## src/shared/cmac_pkg.sv

```systemverilog
// Summary of operation
// - Every location of all three memories holds one 18-bit word.
// - Control memory 128 words, bootstrap 32, main 16K to 64K in 16K steps.
// - Each main or control access selects address, reads the word, then writes at that address.
// - Destructive reads force a write-back of the read or replacement word.
// - Bootstrap reads are nondestructive and never get a write cycle.
// - The 16-bit main address register loads from one of four sources.
// - Main read data lands in main data register; write cycle stores it.
// - The 8-bit control address register loads from one of four sources.
// - Control reads fill control data register; write may store it back.
// - Main cycle is two microseconds with data ready by 750 ns; here read, gap and write take 41 clocks, 2050 ns.
// - A bank is four stacks of 4096 words, one plane per bit.
// - Decode one of four banks, four stacks, 64 X-lines and 64 Y-lines.
// - Address bits 14 and 15 pick the bank; bits 0 to 13 go to memory.
// - Special external selections set address bit 0, 6 or 8 in phase 1.
// - Bank select and timing give separate read and write enables per bank.
// - In a write, each zero data bit asserts its plane inhibit.
// - Address bits 6 to 8 select one of eight X-line groups.
// - Address bits 9 to 11 select one of eight X-lines in the group.
// - Bits 0-2 pick Y group, 3-5 the Y line, 12-13 the stack.
package cmac_pkg;
  localparam int WORD_W = 18;
  localparam int MAIN_AW = 16;
  localparam int CTL_AW = 8;
  localparam int CTL_WORDS = 128;
  localparam int BOOT_WORDS = 32;
  localparam int BANK_WORDS = 16384;
  localparam int STACK_WORDS = 4096;
  localparam int CLK_MHZ = 20;
  localparam int CYCLE_NS = 2000;
  localparam int ACCESS_NS = 750;
  // Read phase ends at the access limit; the rest of the full cycle writes.
  localparam int READ_CYC = (ACCESS_NS * CLK_MHZ) / 1000;
  localparam int FULL_CYC = (CYCLE_NS * CLK_MHZ) / 1000;
  localparam int WRITE_CYC = FULL_CYC - READ_CYC;
  localparam int BIT_YGRP = 0;
  localparam int BIT_YLINE = 3;
  localparam int BIT_XGRP = 6;
  localparam int BIT_XLINE = 9;
  localparam int BIT_STACK = 12;
  localparam int BIT_BANK = 14;
  localparam int SPECIAL0 = 0;
  localparam int SPECIAL6 = 6;
  localparam int SPECIAL8 = 8;
  // Address sources.
  localparam logic [1:0] SRC_A = 2'h0;
  localparam logic [1:0] SRC_B = 2'h1;
  localparam logic [1:0] SRC_C = 2'h2;
  localparam logic [1:0] SRC_D = 2'h3;
  localparam logic [WORD_W-1:0] DATA_RST = 18'h00000;
  typedef enum logic [3:0] {
    ST_IDLE = 4'h1,
    ST_READ = 4'h2,
    ST_GAP = 4'h4,
    ST_WRITE = 4'h8
  } cmac_state_e;
endpackage

```

## src/design/cmac_core.sv

```systemverilog
`timescale 1ns/1ns
module cmac_core #(
  parameter int BANKS = 4
) (
  input wire logic core_clk,
  input wire logic rst,
  // Main memory request.
  input wire logic mainStart,
  input wire logic [1:0] mainSrcSel,
  input wire logic [15:0] progCounter,
  input wire logic [15:0] indexReg,
  input wire logic [15:0] ioAddr,
  input wire logic [15:0] adderAddr,
  input wire logic [2:0] specialSel,
  input wire logic mainReplace,
  input wire logic [17:0] mainNewData,
  input wire logic [17:0] mainSense,
  // Control and bootstrap request.
  input wire logic ctlStart,
  input wire logic [1:0] ctlSrcSel,
  input wire logic [7:0] indexCtlReg,
  input wire logic [7:0] ioCtlAddr,
  input wire logic [7:0] arithCtlAddr,
  input wire logic ctlReplace,
  input wire logic [17:0] ctlNewData,
  input wire logic [17:0] ctlSense,
  input wire logic [17:0] bootWord,
  // Outputs, all registered.
  output logic [15:0] main_addr_reg,
  output logic [17:0] main_data_reg,
  output logic [3:0] bankReadEn,
  output logic [3:0] bankWriteEn,
  output logic [3:0] stackSel,
  output logic [7:0] xGroupSel,
  output logic [7:0] xLineSel,
  output logic [7:0] yGroupSel,
  output logic [7:0] yLineSel,
  output logic [17:0] inhibit,
  output logic mainBusy,
  output logic mainDone,
  output logic [7:0] ctl_addr_reg,
  output logic [17:0] ctl_data_reg,
  output logic ctlReadEn,
  output logic ctlWriteEn,
  output logic [17:0] ctlInhibit,
  output logic bootReadEn,
  output logic ctlBusy,
  output logic ctlDone
);
  localparam int RC = cmac_pkg::READ_CYC;
  localparam int WC = cmac_pkg::WRITE_CYC;
  localparam logic [6:0] RC_M1 = 7'(RC - 1);
  localparam logic [6:0] WC_M1 = 7'(WC - 1);

  initial begin
    if (BANKS < 1 || BANKS > 4) $error("BANKS must be 1 to 4");
    if (RC < 1 || WC < 1 || RC + WC > 127) $error("cycle counts out of range");
  end

  // One-hot decode of a three-bit field, used for every line and group select.
  function automatic logic [7:0] dec8(input logic [2:0] v);
    dec8 = 8'h01 << v;
  endfunction

  function automatic logic [3:0] dec4(input logic [1:0] v);
    dec4 = 4'h1 << v;
  endfunction

  cmac_pkg::cmac_state_e mainSt_q;
  cmac_pkg::cmac_state_e ctlSt_q;
  logic [6:0] mainCnt_q;
  logic [6:0] ctlCnt_q;
  logic isBoot_q;
  logic [15:0] mainSrc;
  logic [7:0] ctlSrc;
  logic [3:0] bankHot;
  logic bankOk;
  logic [15:0] mainAddrD;

  // Address source multiplexers.
  always_comb begin
    case (mainSrcSel)
      cmac_pkg::SRC_A: mainSrc = progCounter;
      cmac_pkg::SRC_B: mainSrc = indexReg;
      cmac_pkg::SRC_C: mainSrc = ioAddr;
      default: mainSrc = adderAddr;
    endcase
    case (ctlSrcSel)
      cmac_pkg::SRC_A: ctlSrc = main_addr_reg[7:0];
      cmac_pkg::SRC_B: ctlSrc = indexCtlReg;
      cmac_pkg::SRC_C: ctlSrc = ioCtlAddr;
      default: ctlSrc = arithCtlAddr;
    endcase
  end

  // Bank select from the top two bits; absent banks get no enables.
  assign bankHot = dec4(main_addr_reg[cmac_pkg::BIT_BANK +: 2]);
  assign bankOk = 32'(main_addr_reg[cmac_pkg::BIT_BANK +: 2]) < BANKS;

  // Main sequencer: idle, read, one-cycle gap, write, back to idle.
  always_ff @(posedge core_clk or posedge rst) begin
    if (rst) begin
      mainSt_q <= cmac_pkg::ST_IDLE;
      mainCnt_q <= 7'h00;
    end else begin
      case (mainSt_q)
        cmac_pkg::ST_IDLE: begin
          mainCnt_q <= 7'h00;
          if (mainStart) begin
            mainSt_q <= cmac_pkg::ST_READ;
          end
        end
        cmac_pkg::ST_READ: begin
          if (mainCnt_q == RC_M1) begin
            mainSt_q <= cmac_pkg::ST_GAP;
            mainCnt_q <= 7'h00;
          end else begin
            mainCnt_q <= mainCnt_q + 7'h01;
          end
        end
        cmac_pkg::ST_GAP: begin
          mainSt_q <= cmac_pkg::ST_WRITE;
        end
        cmac_pkg::ST_WRITE: begin
          if (mainCnt_q == WC_M1) begin
            mainSt_q <= cmac_pkg::ST_IDLE;
          end else begin
            mainCnt_q <= mainCnt_q + 7'h01;
          end
        end
        default: mainSt_q <= cmac_pkg::ST_IDLE;
      endcase
    end
  end

  // Next address: loaded at request, special bits forced in phase 1.
  // The line selects decode this same value, so they never lag the register by a cycle.
  always_comb begin
    mainAddrD = main_addr_reg;
    if (mainSt_q == cmac_pkg::ST_IDLE && mainStart) begin
      mainAddrD = mainSrc;
    end else if (mainSt_q == cmac_pkg::ST_READ && mainCnt_q == 7'h00) begin
      if (specialSel[0]) mainAddrD[cmac_pkg::SPECIAL0] = 1'b1;
      if (specialSel[1]) mainAddrD[cmac_pkg::SPECIAL6] = 1'b1;
      if (specialSel[2]) mainAddrD[cmac_pkg::SPECIAL8] = 1'b1;
    end
  end

  // Main address register.
  always_ff @(posedge core_clk or posedge rst) begin
    if (rst) begin
      main_addr_reg <= 16'h0000;
    end else begin
      main_addr_reg <= mainAddrD;
    end
  end

  // Main data register: sensed word captured at end of read, or replaced.
  always_ff @(posedge core_clk or posedge rst) begin
    if (rst) begin
      main_data_reg <= cmac_pkg::DATA_RST;
    end else if (mainSt_q == cmac_pkg::ST_READ && mainCnt_q == RC_M1) begin
      main_data_reg <= mainSense;
    end else if (mainSt_q == cmac_pkg::ST_GAP && mainReplace) begin
      main_data_reg <= mainNewData;
    end
  end

  // Drive outputs; the gap state keeps read and write enables apart.
  always_ff @(posedge core_clk or posedge rst) begin
    if (rst) begin
      bankReadEn <= 4'h0;
      bankWriteEn <= 4'h0;
      stackSel <= 4'h0;
      xGroupSel <= 8'h00;
      xLineSel <= 8'h00;
      yGroupSel <= 8'h00;
      yLineSel <= 8'h00;
      inhibit <= 18'h00000;
      mainBusy <= 1'b0;
      mainDone <= 1'b0;
    end else begin
      bankReadEn <= (mainSt_q == cmac_pkg::ST_READ && bankOk) ? bankHot : 4'h0;
      bankWriteEn <= (mainSt_q == cmac_pkg::ST_WRITE && bankOk) ? bankHot : 4'h0;
      stackSel <= dec4(mainAddrD[cmac_pkg::BIT_STACK +: 2]);
      xGroupSel <= dec8(mainAddrD[cmac_pkg::BIT_XGRP +: 3]);
      xLineSel <= dec8(mainAddrD[cmac_pkg::BIT_XLINE +: 3]);
      yGroupSel <= dec8(mainAddrD[cmac_pkg::BIT_YGRP +: 3]);
      yLineSel <= dec8(mainAddrD[cmac_pkg::BIT_YLINE +: 3]);
      inhibit <= (mainSt_q == cmac_pkg::ST_WRITE) ? ~main_data_reg : 18'h00000;
      mainBusy <= (mainSt_q != cmac_pkg::ST_IDLE) || mainStart;
      mainDone <= mainSt_q == cmac_pkg::ST_WRITE && mainCnt_q == WC_M1;
    end
  end

  // Control sequencer; bootstrap addresses skip the write cycle entirely.
  always_ff @(posedge core_clk or posedge rst) begin
    if (rst) begin
      ctlSt_q <= cmac_pkg::ST_IDLE;
      ctlCnt_q <= 7'h00;
    end else begin
      case (ctlSt_q)
        cmac_pkg::ST_IDLE: begin
          ctlCnt_q <= 7'h00;
          if (ctlStart) begin
            ctlSt_q <= cmac_pkg::ST_READ;
          end
        end
        cmac_pkg::ST_READ: begin
          if (ctlCnt_q == RC_M1) begin
            ctlSt_q <= isBoot_q ? cmac_pkg::ST_IDLE : cmac_pkg::ST_GAP;
            ctlCnt_q <= 7'h00;
          end else begin
            ctlCnt_q <= ctlCnt_q + 7'h01;
          end
        end
        cmac_pkg::ST_GAP: begin
          ctlSt_q <= cmac_pkg::ST_WRITE;
        end
        cmac_pkg::ST_WRITE: begin
          if (ctlCnt_q == WC_M1) begin
            ctlSt_q <= cmac_pkg::ST_IDLE;
          end else begin
            ctlCnt_q <= ctlCnt_q + 7'h01;
          end
        end
        default: ctlSt_q <= cmac_pkg::ST_IDLE;
      endcase
    end
  end

  // Control address: 0..127 control memory, 128..159 bootstrap, above unused.
  always_ff @(posedge core_clk or posedge rst) begin
    if (rst) begin
      ctl_addr_reg <= 8'h00;
      isBoot_q <= 1'b0;
    end else if (ctlSt_q == cmac_pkg::ST_IDLE && ctlStart) begin
      ctl_addr_reg <= ctlSrc;
      isBoot_q <= ctlSrc[7];
    end
  end

  // Control data register fills from sense or bootstrap, then may be replaced.
  always_ff @(posedge core_clk or posedge rst) begin
    if (rst) begin
      ctl_data_reg <= cmac_pkg::DATA_RST;
    end else if (ctlSt_q == cmac_pkg::ST_READ && ctlCnt_q == RC_M1) begin
      ctl_data_reg <= isBoot_q ? bootWord : ctlSense;
    end else if (ctlSt_q == cmac_pkg::ST_GAP && ctlReplace) begin
      ctl_data_reg <= ctlNewData;
    end
  end

  // Control and bootstrap drive outputs.
  always_ff @(posedge core_clk or posedge rst) begin
    if (rst) begin
      ctlReadEn <= 1'b0;
      ctlWriteEn <= 1'b0;
      ctlInhibit <= 18'h00000;
      bootReadEn <= 1'b0;
      ctlBusy <= 1'b0;
      ctlDone <= 1'b0;
    end else begin
      ctlReadEn <= ctlSt_q == cmac_pkg::ST_READ && !isBoot_q;
      bootReadEn <= ctlSt_q == cmac_pkg::ST_READ && isBoot_q && ctl_addr_reg[6:5] == 2'h0;
      ctlWriteEn <= ctlSt_q == cmac_pkg::ST_WRITE;
      ctlInhibit <= (ctlSt_q == cmac_pkg::ST_WRITE) ? ~ctl_data_reg : 18'h00000;
      ctlBusy <= (ctlSt_q != cmac_pkg::ST_IDLE) || ctlStart;
      ctlDone <= (ctlSt_q == cmac_pkg::ST_WRITE && ctlCnt_q == WC_M1)
        || (ctlSt_q == cmac_pkg::ST_READ && isBoot_q && ctlCnt_q == RC_M1);
    end
  end
endmodule

```

## config.mk

```make
export PLATFORM = sky130hd
export DESIGN_NAME = cmac_core
export DESIGN_NICKNAME = d
export VERILOG_FILES = /design/src/shared/cmac_pkg.sv /design/src/design/cmac_core.sv
export SDC_FILE = /design/constraint.sdc
export NUM_CORES = 1
export LEC_CHECK = 0
export BUFFER_PORTS_ARGS = -buffer_cell sky130_fd_sc_hd__buf_2
export CORE_UTILIZATION = 33
export CTS_CLUSTER_SIZE = 30
export DETAILED_ROUTE_END_ITERATION = 10
export MAX_ROUTING_LAYER = met4
export PLACE_DENSITY = 0.63
export SETUP_SLACK_MARGIN = 0.05
export SYNTH_ARGS = -nofsm -noshare
export SYNTH_HDL_FRONTEND = slang
export SYNTH_SLANG_ARGS = --single-unit
```

## constraint.sdc

```tcl
create_clock -name core_clk -period 7.7 [get_ports core_clk]
set_input_delay 0 -clock core_clk [delete_from_list [all_inputs] [get_ports core_clk]]
set_output_delay 0 -clock core_clk [all_outputs]
set_load 0.005 [all_outputs]
```

==> results of run 1 <==
worst min-delay path: cells and delay by family:
kind	cells	cell delay, ns
buffers and inverters	1	0.07
muxes	2	0.19
AOI/OAI and AO/OA	1	0.13
metal layers:
layer | up-vias | global-route usage, %
met2 | 222 | 32.5
met1 | 3022 | 22.7
met4 | 0 | 6.27
met5 | - | -
li1 | 3023 | -
met3 | 31 | 4.14
what timing repair did:
action,4_1_cts,5_1_grt
resized for setup,0,0
hold buffers,66,0
endpoints found under the hold margin,139,0
cells in the final DEF, fill, tap and decap left out, types with 4 or more instances in the layout:
cell,Yosys,final
buf_2,9,337
dfrtp_1,167,167
nor2_1,100,100
dlygate4sd3_1,0,66
nand2_1,49,49
mux2i_1,45,45
o21ai_0,32,32
a21oi_1,30,30
mux2_2,26,26
mux4_2,24,24
inv_1,23,22
nor3_1,20,20
clkbuf_16,0,17
nand3_1,8,8
nand2b_1,7,7
nor2b_1,6,6
ha_1,6,6
or3_1,5,5
and2_1,5,5
buf_4,4,5
inv_6,0,4
path summary, 6_finish.rpt:
kind	start	end	slack [ns]	cells after the start
min	bootWord[1]	ctl_data_reg[1]	0.007	4
max in group asynchronous	rst	ctl_addr_reg[7]	5.94	4
min reg2reg	main_data_reg[4]	inhibit[4]	0.44	1
max reg2reg	mainSt_q[3]	main_data_reg[17]	4.64	6
max	mainSt_q[3]	main_data_reg[17]	4.64	6
min in group asynchronous	rst	ctlInhibit[12]	0.35	3
cell families (layout without fill, tap and decap cells):
family / Yosys count / after routing / synth area share [%]
xor+xnor: 4 / 4 / 0.472
mux: 95 / 95 / 17.3
buf+inv: 56 / 464 / 3.40
fa+ha+maj: 6 / 6 / 1.01
simple gates: 226 / 226 / 14.2
compound gates: 85 / 85 / 6.72
flops: 169 / 169 / 56.9
layout make-up:
class                      instances  area share (%)
multi-input combinational        416            27.7
inverter                          24           0.905
clock buffer                      18            4.13
sequential                       169            39.8
clock inverter                    14            1.78
timing repair buffer             408            22.4
tap                              280            3.29
power by group through the flow:
stage          clock network, mW  registers (mW)  logic, mW
6_report                   0.905            1.20      0.723
5_1_grt                    0.974            1.23      0.802
4_1_cts                    0.935            1.20      0.733
3_5_place_dp                   0            1.22      0.700
3_3_place_gp                   0            1.21      0.692
2_1_floorplan                  0            1.18      0.408
through the flow:
step	cells	setup slack, ns	utilization, %
after floorplan	641	3.13	-
after global placement	1231	5.07	42.6
after detailed placement	1231	4.98	42.6
after CTS	1329	4.63	48.5
after global routing	1329	4.46	48.5
final	1329	4.64	48.5
==> impl_metrics.tcl, run 1 <==
set metrics [dict create \
    status "complete, but fails checks" \
    slew_headroom_pct 30.0 \
    syn_avg_cell_area_um2 11.6 \
    num_vias 6298 \
    wire_per_inst_um 15.9 \
    area_growth_pct 43.2 \
    cp_slowest_cell "or4b_1" \
    worstSetupEndpointType "flop" \
    cts_sinks 169 \
    drc 48 \
    setup_viol 0 \
    tns_ns 0 \
    placed_area_mm2 0.00935 \
    drtIter0Drc 324 \
    sw_frac_of_total_pct 31.4 \
    ys_seq_area_share_pct 56.9 \
    hold_slack_ns 0.00714 \
    cts_setup_buffers 0 \
    fp-row-count 54 \
    p_total_mw 2.83 \
    crit_required_ns 8.00 \
    synth_seq_cells 169 \
    synth_edf_count 0 \
    dr.max_layer_used "met4" \
    timing.critical_path.arrival_ns 3.36 \
    synth_top_area_share_pct 56.2 \
    worst_slew_pin_slew_ns 1.05 \
    multi_input_area_mm2 0.00295 \
    crit_buf_inv 2 \
    die_h_um 152 \
    grt_pass1_vias 6385 \
    grt-ovfl-total 0 \
    clock_latency_ns 0.42 \
    finalClockSkew_ns 0.00994 \
    netlist_instances 641 \
    ir_drop_mv 0.124 \
    cp-start-kind "flop" \
    cts_buffers 17 \
    die_area_mm2 0.0231 \
    clock_power_share_pct 32.0 \
    grtUsageTotal_pct 19.2 \
    p_leak_nw 5.69 \
    synthFlopType "dfrtp_1" \
    drive_gt1_share_pct 41.6 \
    cp_cell_sequence "or4b_1 -> or3_1 -> buf_4 -> nor2_1 -> a21oi_1 -> dlygate4sd3_1" \
    die_w_um 152 \
    gp_congestion 0.818 \
    wl_met3_um 1140 \
    crit_family "simple AND/OR/NAND/NOR gates" \
    net-switching-power_uw 889 \
    cts-root-buf "clkbuf_16" \
    internal-power_mw 1.94 \
    synth_area_leaders "dfrtp_1, mux4_2, mux2i_1, nor2_1, mux2_2" \
    finalCritPeriodShare_pct 39.8 \
    seqPwrFrac_pct 42.4 \
    hpwl_um 15200 \
    synth_area_mm2 0.00743 \
    violations "design-rule violations" \
    viasPerCell 4.74 \
    grt_max_degree 100 \
    yosys.area.top_type "dfrtp_1" \
    synth_warnings 0 \
    period_needed_ns 3.06 \
    fillerInstances 2000 \
    combPwrFrac_pct 25.6 \
    clkTransAtPathRegs_ns 0.07 \
    cts_htree_levels 4 \
    hold_class "in -> reg" \
    maxCapViolCount 0 \
    cpPeakStageDelay_ns 0.73 \
    yosysMostFrequentCell "dfrtp_1" \
    ant_nets 0 \
    synth-async-reset-ratio_pct 100 \
    ys_types 58 \
    final_area_mm2 0.0106 \
    synth_common_cells "dfrtp_1, nor2_1, nand2_1" \
    grt_pass1_wl_um 33500 \
    antenna_found_initial 0 \
    core_area_mm2 0.0220 \
    start_util_pct 33.8 \
    drtPass1Iterations 8 \
    clock_tree.buffer_depth 2 \
    wl_met1_um 8840 \
    insertedDiodeCount 0 \
    fin_nets 1233 \
    finalHoldViolCount 0 \
    slew_viol_final 0 \
    fmax_ghz 0.326 \
    grt_setup_unrepaired "false" \
    wl_met2_um 10700 \
    cts_tree "yes" \
    port_buffers 337 \
    critical_path_class "reg -> reg" \
    p_per_area_mw_per_mm2 266 \
    regArea_mm2 0.00423 \
    cp_max_fo 24 \
    wl_um 21100 \
    io_pins 338 \
    synth_fp_nets 838 \
]
(Power assumes the default switching activity.)
==> run 2: changes to the inputs <==
- ABC_AREA: not set -> 1
- PLACE_DENSITY: 0.63 -> 0.64
- clock period: 7.7 -> 2.45 ns (I/O delays scaled with it)
==> impl_metrics.tcl, run 2 <==
set metrics [dict create \
    insertedDiodeCount 0 \
    cp_cell_sequence "nor2_1 -> nand3_2 -> nor2_8 -> inv_4 -> nand2_8 -> nand3_1 -> dlygate4sd3_1 -> nand2_1" \
    wl_met2_um 13200 \
    clkTransAtPathRegs_ns 0.07 \
    placed_area_mm2 0.00981 \
    num_vias 8085 \
    final_area_mm2 0.0116 \
    p_leak_nw 6.42 \
    synth_edf_count 0 \
    core_area_mm2 0.0229 \
    crit_family "simple AND/OR/NAND/NOR gates" \
    finalHoldViolCount 0 \
    tns_ns 0 \
    die_area_mm2 0.0243 \
    hold_class "in -> reg" \
    layout_setup_ws_ns 0.232 \
    gp_congestion 0.912 \
    clock_tree.buffer_depth 2 \
    critical_path_class "reg -> reg" \
    grt_pass1_vias 7731 \
    slew_headroom_pct 31.3 \
    die_w_um 156 \
    layout.cells.non_filler 1742 \
    hpwl_um 18700 \
    cpPeakStageDelay_ns 0.58 \
    ff2ff_setup_slack_ns 0.23 \
    slew_viol_final 0 \
    clock_latency_ns 0.42 \
    crit_buf_inv 2 \
    cts-root-buf "clkbuf_16" \
    reg2reg_depth 8 \
    drtIter0Drc 470 \
    synth_common_cells "nand2_1, dfrtp_1, nor2_1" \
    finalCritPeriodShare_pct 90.5 \
    wl_met3_um 1500 \
    yosysMostFrequentCell "nand2_1" \
    viasPerCell 4.64 \
    drc 0 \
    synth_seq_cells 169 \
    yosys.area.top_type "dfrtp_1" \
    synth-async-reset-ratio_pct 100 \
    grt_pass1_wl_um 40100 \
    ys_seq_area_share_pct 54.1 \
    worst_slew_pin_slew_ns 1.03 \
    fp-row-count 55 \
    post-route-util_pct 50.7 \
    mostFrequentLayoutCells "buf_2, nand2_1, dfrtp_1, nor2_1, nand3_1" \
    p_total_mw 9.92 \
    r2r_end "ctl_data_reg[15]" \
    cts_htree_levels 4 \
    io_pins 338 \
    status "finished, final reports clean" \
    timing.critical_path.arrival_ns 2.57 \
    ir_drop_mv 0.375 \
    cts_buffers 17 \
    synthFlopType "dfrtp_1" \
    synth_top_area_share_pct 53.4 \
    wire_per_inst_um 15.0 \
    wl_um 26100 \
    port_buffers 337 \
    antenna_found_initial 0 \
    setup_viol 0 \
    period_needed_ns 2.22 \
    finalClockSkew_ns 0.0152 \
    synth_warnings 0 \
    area_growth_pct 48.6 \
    grtUsageTotal_pct 22.0 \
    synth_fp_nets 1161 \
    netlist_instances 964 \
    dr.max_layer_used "met4" \
    grt_max_degree 170 \
    ys_types 36 \
    cts_tree "yes" \
    syn_avg_cell_area_um2 8.11 \
    start_util_pct 34.1 \
    cp_slowest_cell "dlygate4sd3_1" \
    crit_required_ns 2.80 \
    worstSetupEndpointType "flop" \
    r2r-start "ctlSt_q[3]" \
    drive_gt1_share_pct 29.8 \
    wl_met1_um 10800 \
    synth_area_mm2 0.00782 \
    hold_slack_ns 0.0150 \
    synth_area_leaders "dfrtp_1, nand2_1, nand3_1, nor2_1, inv_1" \
    final_common_cell "buf_2" \
    ant_nets 0 \
    fmax_ghz 0.451 \
    grt-ovfl-total 0 \
    hold_depth 5 \
    p_per_area_mw_per_mm2 853 \
    drtPass1Iterations 5 \
    holdPathEnd "ctl_addr_reg[6]" \
    cp-start-kind "flop" \
    die_h_um 156 \
    cp_max_fo 19 \
    dp.cells 1593 \
    maxCapViolCount 0 \
    pre_cts_slack_ns 0.564 \
    fin_nets 1613 \
    grt_setup_unrepaired "false" \
    cts_sinks 169 \
    hold_start "indexCtlReg[6]" \
]
## run 2: changes by cell type after synthesis, moves of 9 or more
| cell | change |
|---|---|
| a21oi_1 | -13 |
| inv_1 | +69 |
| inv_2 | +9 |
| mux2_2 | -26 |
| mux2i_1 | -45 |
| mux4_2 | -24 |
| nand2_1 | +217 |
| nand3_1 | +103 |
| nor2_1 | +26 |
| o21ai_0 | +33 |
| o21ai_1 | +11 |
## run 2: power by group
group / total (mW) / switching [mW] / internal (mW)
clock: 2.87 / 1.20 / 1.67
sequential: 3.91 / 0.465 / 3.45
combinational: 3.14 / 1.89 / 1.25
total: 9.92 / 3.55 / 6.37
## run 2: cells by family after synthesis
logic type / after synthesis / synth area share, %
xor+xnor: 8 / 0.896
buf+inv: 136 / 7.31
fa+ha+maj: 6 / 0.960
flops: 169 / 54.1
simple gates: 544 / 29.9
compound gates: 101 / 6.83
## run 2: timing repair
action                     CTS  global route
hold endpoints to repair   233             0
gates resized for setup      0             3
hold buffers               107             0
setup endpoints to repair    0            31
buffers inserted             0             9
## run 2: cell type report
| class | count | area [um2] |
|---|---|---|
| timing repair buffer | 462 | 2930 |
| inverter | 106 | 410 |
| multi-input combinational | 660 | 3030 |
| tap | 313 | 392 |
| fill | 2234 | 11300 |
| sequential | 169 | 4230 |
| clock inverter | 13 | 181 |
| clock buffer | 19 | 443 |
## run 2: tightest hold or removal path, cell delays in order
cell and delay [ns]:
buf_2 0.07, nand2_1 0.04, nand3_1 0.10, a21oi_1 0.05
o21ai_0 0.12
## run 2: worst max-delay path by stage
stage | start | endpoint | slack, ns | cells after the start
after CTS | mainSt_q[2] | main_data_reg[13] | 0.13 | 9
after global routing | mainSt_q[1] | main_data_reg[0] | 0.06 | 8
final | ctlSt_q[3] | ctl_data_reg[15] | 0.23 | 8
after detailed placement | ctlCnt_q[0] | ctl_data_reg[15] | 0.56 | 9
after global placement | ctlCnt_q[0] | ctl_data_reg[1] | 0.60 | 9
after floorplan | rst | bankReadEn[0] | 0.30 | 1
## run 2: routing by layer
metal / track usage [%] / vias to the layer above
met5: - / -
met4: 6.82 / 0
met3: 4.39 / 36
met2: 37.8 / 304
met1: 25.9 / 3795
li1: - / 3950
==> run 3: changes to the inputs <==
- ABC_AREA: 1 -> not set
- GPL_TIMING_DRIVEN: not set -> 0
- PLACE_DENSITY: 0.64 -> 0.65
==> impl_metrics.tcl, run 3 (synthesized netlist as in run 1, its figures left out) <==
set metrics [dict create \
    status "complete, but fails checks" \
    violations "design-rule violations" \
    cts_htree_levels 4 \
    grt_setup_unrepaired "true" \
    p_total_mw 8.95 \
    cp_max_fo 10 \
    reg2reg_depth 5 \
    cp_slowest_cell "dlygate4sd3_1" \
    timing.critical_path.arrival_ns 2.65 \
    grt_pass1_wl_um 36700 \
    slew_viol_final 0 \
    fmax_ghz 0.423 \
    wire_per_inst_um 17.1 \
    final_area_mm2 0.0109 \
    sw_frac_of_total_pct 33.6 \
    antenna_found_initial 2 \
    drtIter0Drc 382 \
    crit_family "buffers and inverters" \
    seqPwrFrac_pct 41.3 \
    crit_buf_inv 2 \
    start_util_pct 33.8 \
    cts_tree "yes" \
    clkTransAtPathRegs_ns 0.08 \
    clock_tree.buffer_depth 2 \
    area_growth_pct 47.2 \
    cts_sinks 169 \
    num_vias 6543 \
    fin_nets 1268 \
    worst_slew_pin_slew_ns 0.902 \
    gp_congestion 0.850 \
    cts-root-buf "clkbuf_16" \
    clock_latency_ns 0.42 \
    maxCapViolCount 0 \
    die_h_um 152 \
    port_buffers 333 \
    combPwrFrac_pct 29.1 \
    period_needed_ns 2.36 \
    ir_drop_mv 0.408 \
    pre_cts_slack_ns -0.401 \
    internal-power_mw 5.94 \
    wl_um 23400 \
    drc 56 \
    grt_pass1_vias 6834 \
    mostFrequentLayoutCells "buf_2, dfrtp_1, nor2_1, dlygate4sd3_1, nand2_1" \
    hold_depth 4 \
    finalClockSkew_ns 0.0118 \
    r2r_end "ctl_data_reg[13]" \
    slew_headroom_pct 39.9 \
    layout_setup_ws_ns 0.0874 \
    hold_start "bootWord[10]" \
    viasPerCell 4.79 \
    critical_path_class "reg -> reg" \
    final_common_cell "buf_2" \
    ff2ff_setup_slack_ns 0.09 \
    finalCritPeriodShare_pct 96.4 \
    worstSetupEndpointType "flop" \
    p_per_area_mw_per_mm2 818 \
    drive_gt1_share_pct 42.6 \
    io_pins 338 \
    placed_area_mm2 0.00954 \
    hpwl_um 17200 \
    crit_required_ns 2.74 \
    r2r-start "ctl_addr_reg[7]" \
    grt_max_degree 42 \
    tns_ns 0 \
    net-switching-power_mw 3.00 \
    cp_cell_sequence "buf_1 -> mux2_2 -> dlygate4sd3_1 -> mux2i_1 -> o21ai_0" \
    holdPathEnd "ctl_data_reg[10]" \
    cp-start-kind "flop" \
    setup_viol 0 \
    grtUsageTotal_pct 21.3 \
    cts_buffers 17 \
    drtPass1Iterations 8 \
    fp-row-count 54 \
    grt-ovfl-total 0 \
    finalHoldViolCount 0 \
    die_area_mm2 0.0231 \
    p_leak_nw 5.81 \
    cpPeakStageDelay_ns 0.55 \
    hold_slack_ns 0.0231 \
    core_area_mm2 0.0220 \
    die_w_um 152 \
    ant_nets 0 \
    clock_power_share_pct 29.6 \
    hold_class "in -> reg" \
]
-- run 3: layer usage --
metal,share of wire (%),track usage [%],vias to the layer above
li1,-,-,3088
met1,42,25.0,3138
met2,50,36.2,283
met3,5.9,4.93,34
met4,2.3,6.80,0
met5,0,-,-
-- run 3: layout make-up --
type	count	area (um2)
inverter	24	95.1
multi-input combinational	416	3020
fill	1986	11000
buffer	32	175
sequential	169	4230
clock buffer	17	425
antenna	2	5.00
tap	280	350
clock inverter	14	155
timing repair buffer	411	2480
-- run 3: what timing repair did --
item / CTS / global route
endpoints found under the setup margin: 31 / 24
hold endpoints to repair: 66 / 0
resized for setup: 10 / 11
setup buffers: 0 / 7
hold buffers: 67 / 0
pin swaps: 0 / 1
-- run 3: worst max-delay path by stage --
stage / from / endpoint / slack, ns / cells past startpoint
3_3_place_gp: rst / main_addr_reg[6] / -0.84 / 2
6_report: ctl_addr_reg[7] / ctl_data_reg[13] / 0.09 / 5
4_1_cts: ctl_addr_reg[7] / ctl_data_reg[13] / 0.06 / 5
3_5_place_dp: mainSrcSel[1] / xLineSel[4] / -0.40 / 6
2_1_floorplan: rst / bankReadEn[0] / 0.30 / 1
5_1_grt: ctl_addr_reg[7] / ctl_data_reg[3] / -0.004 / 5
-- run 3: stage by stage --
step / util (%) / cells
global placement: 43.0 / 1254
global route: 49.8 / 1365
CTS: 49.4 / 1356
floorplan: - / 641
detailed placement: 43.4 / 1258
finish: 49.8 / 1365
-- run 3: power by group through the flow --
| stage | clock, mW | sequential (mW) | combinational [mW] |
|---|---|---|---|
| after floorplan | 0 | 3.70 | 1.28 |
| after global placement | 0 | 3.73 | 2.33 |
| after detailed placement | 0 | 3.73 | 2.39 |
| after CTS | 2.71 | 3.69 | 2.54 |
| after global routing | 2.84 | 3.76 | 2.86 |
| final | 2.65 | 3.69 | 2.60 |
-- run 3: worst min-delay path: cells and delay by family --
kind | cells | cell delay (ns)
mux | 2 | 0.19
buf+inv | 1 | 0.07
compound gates | 1 | 0.15
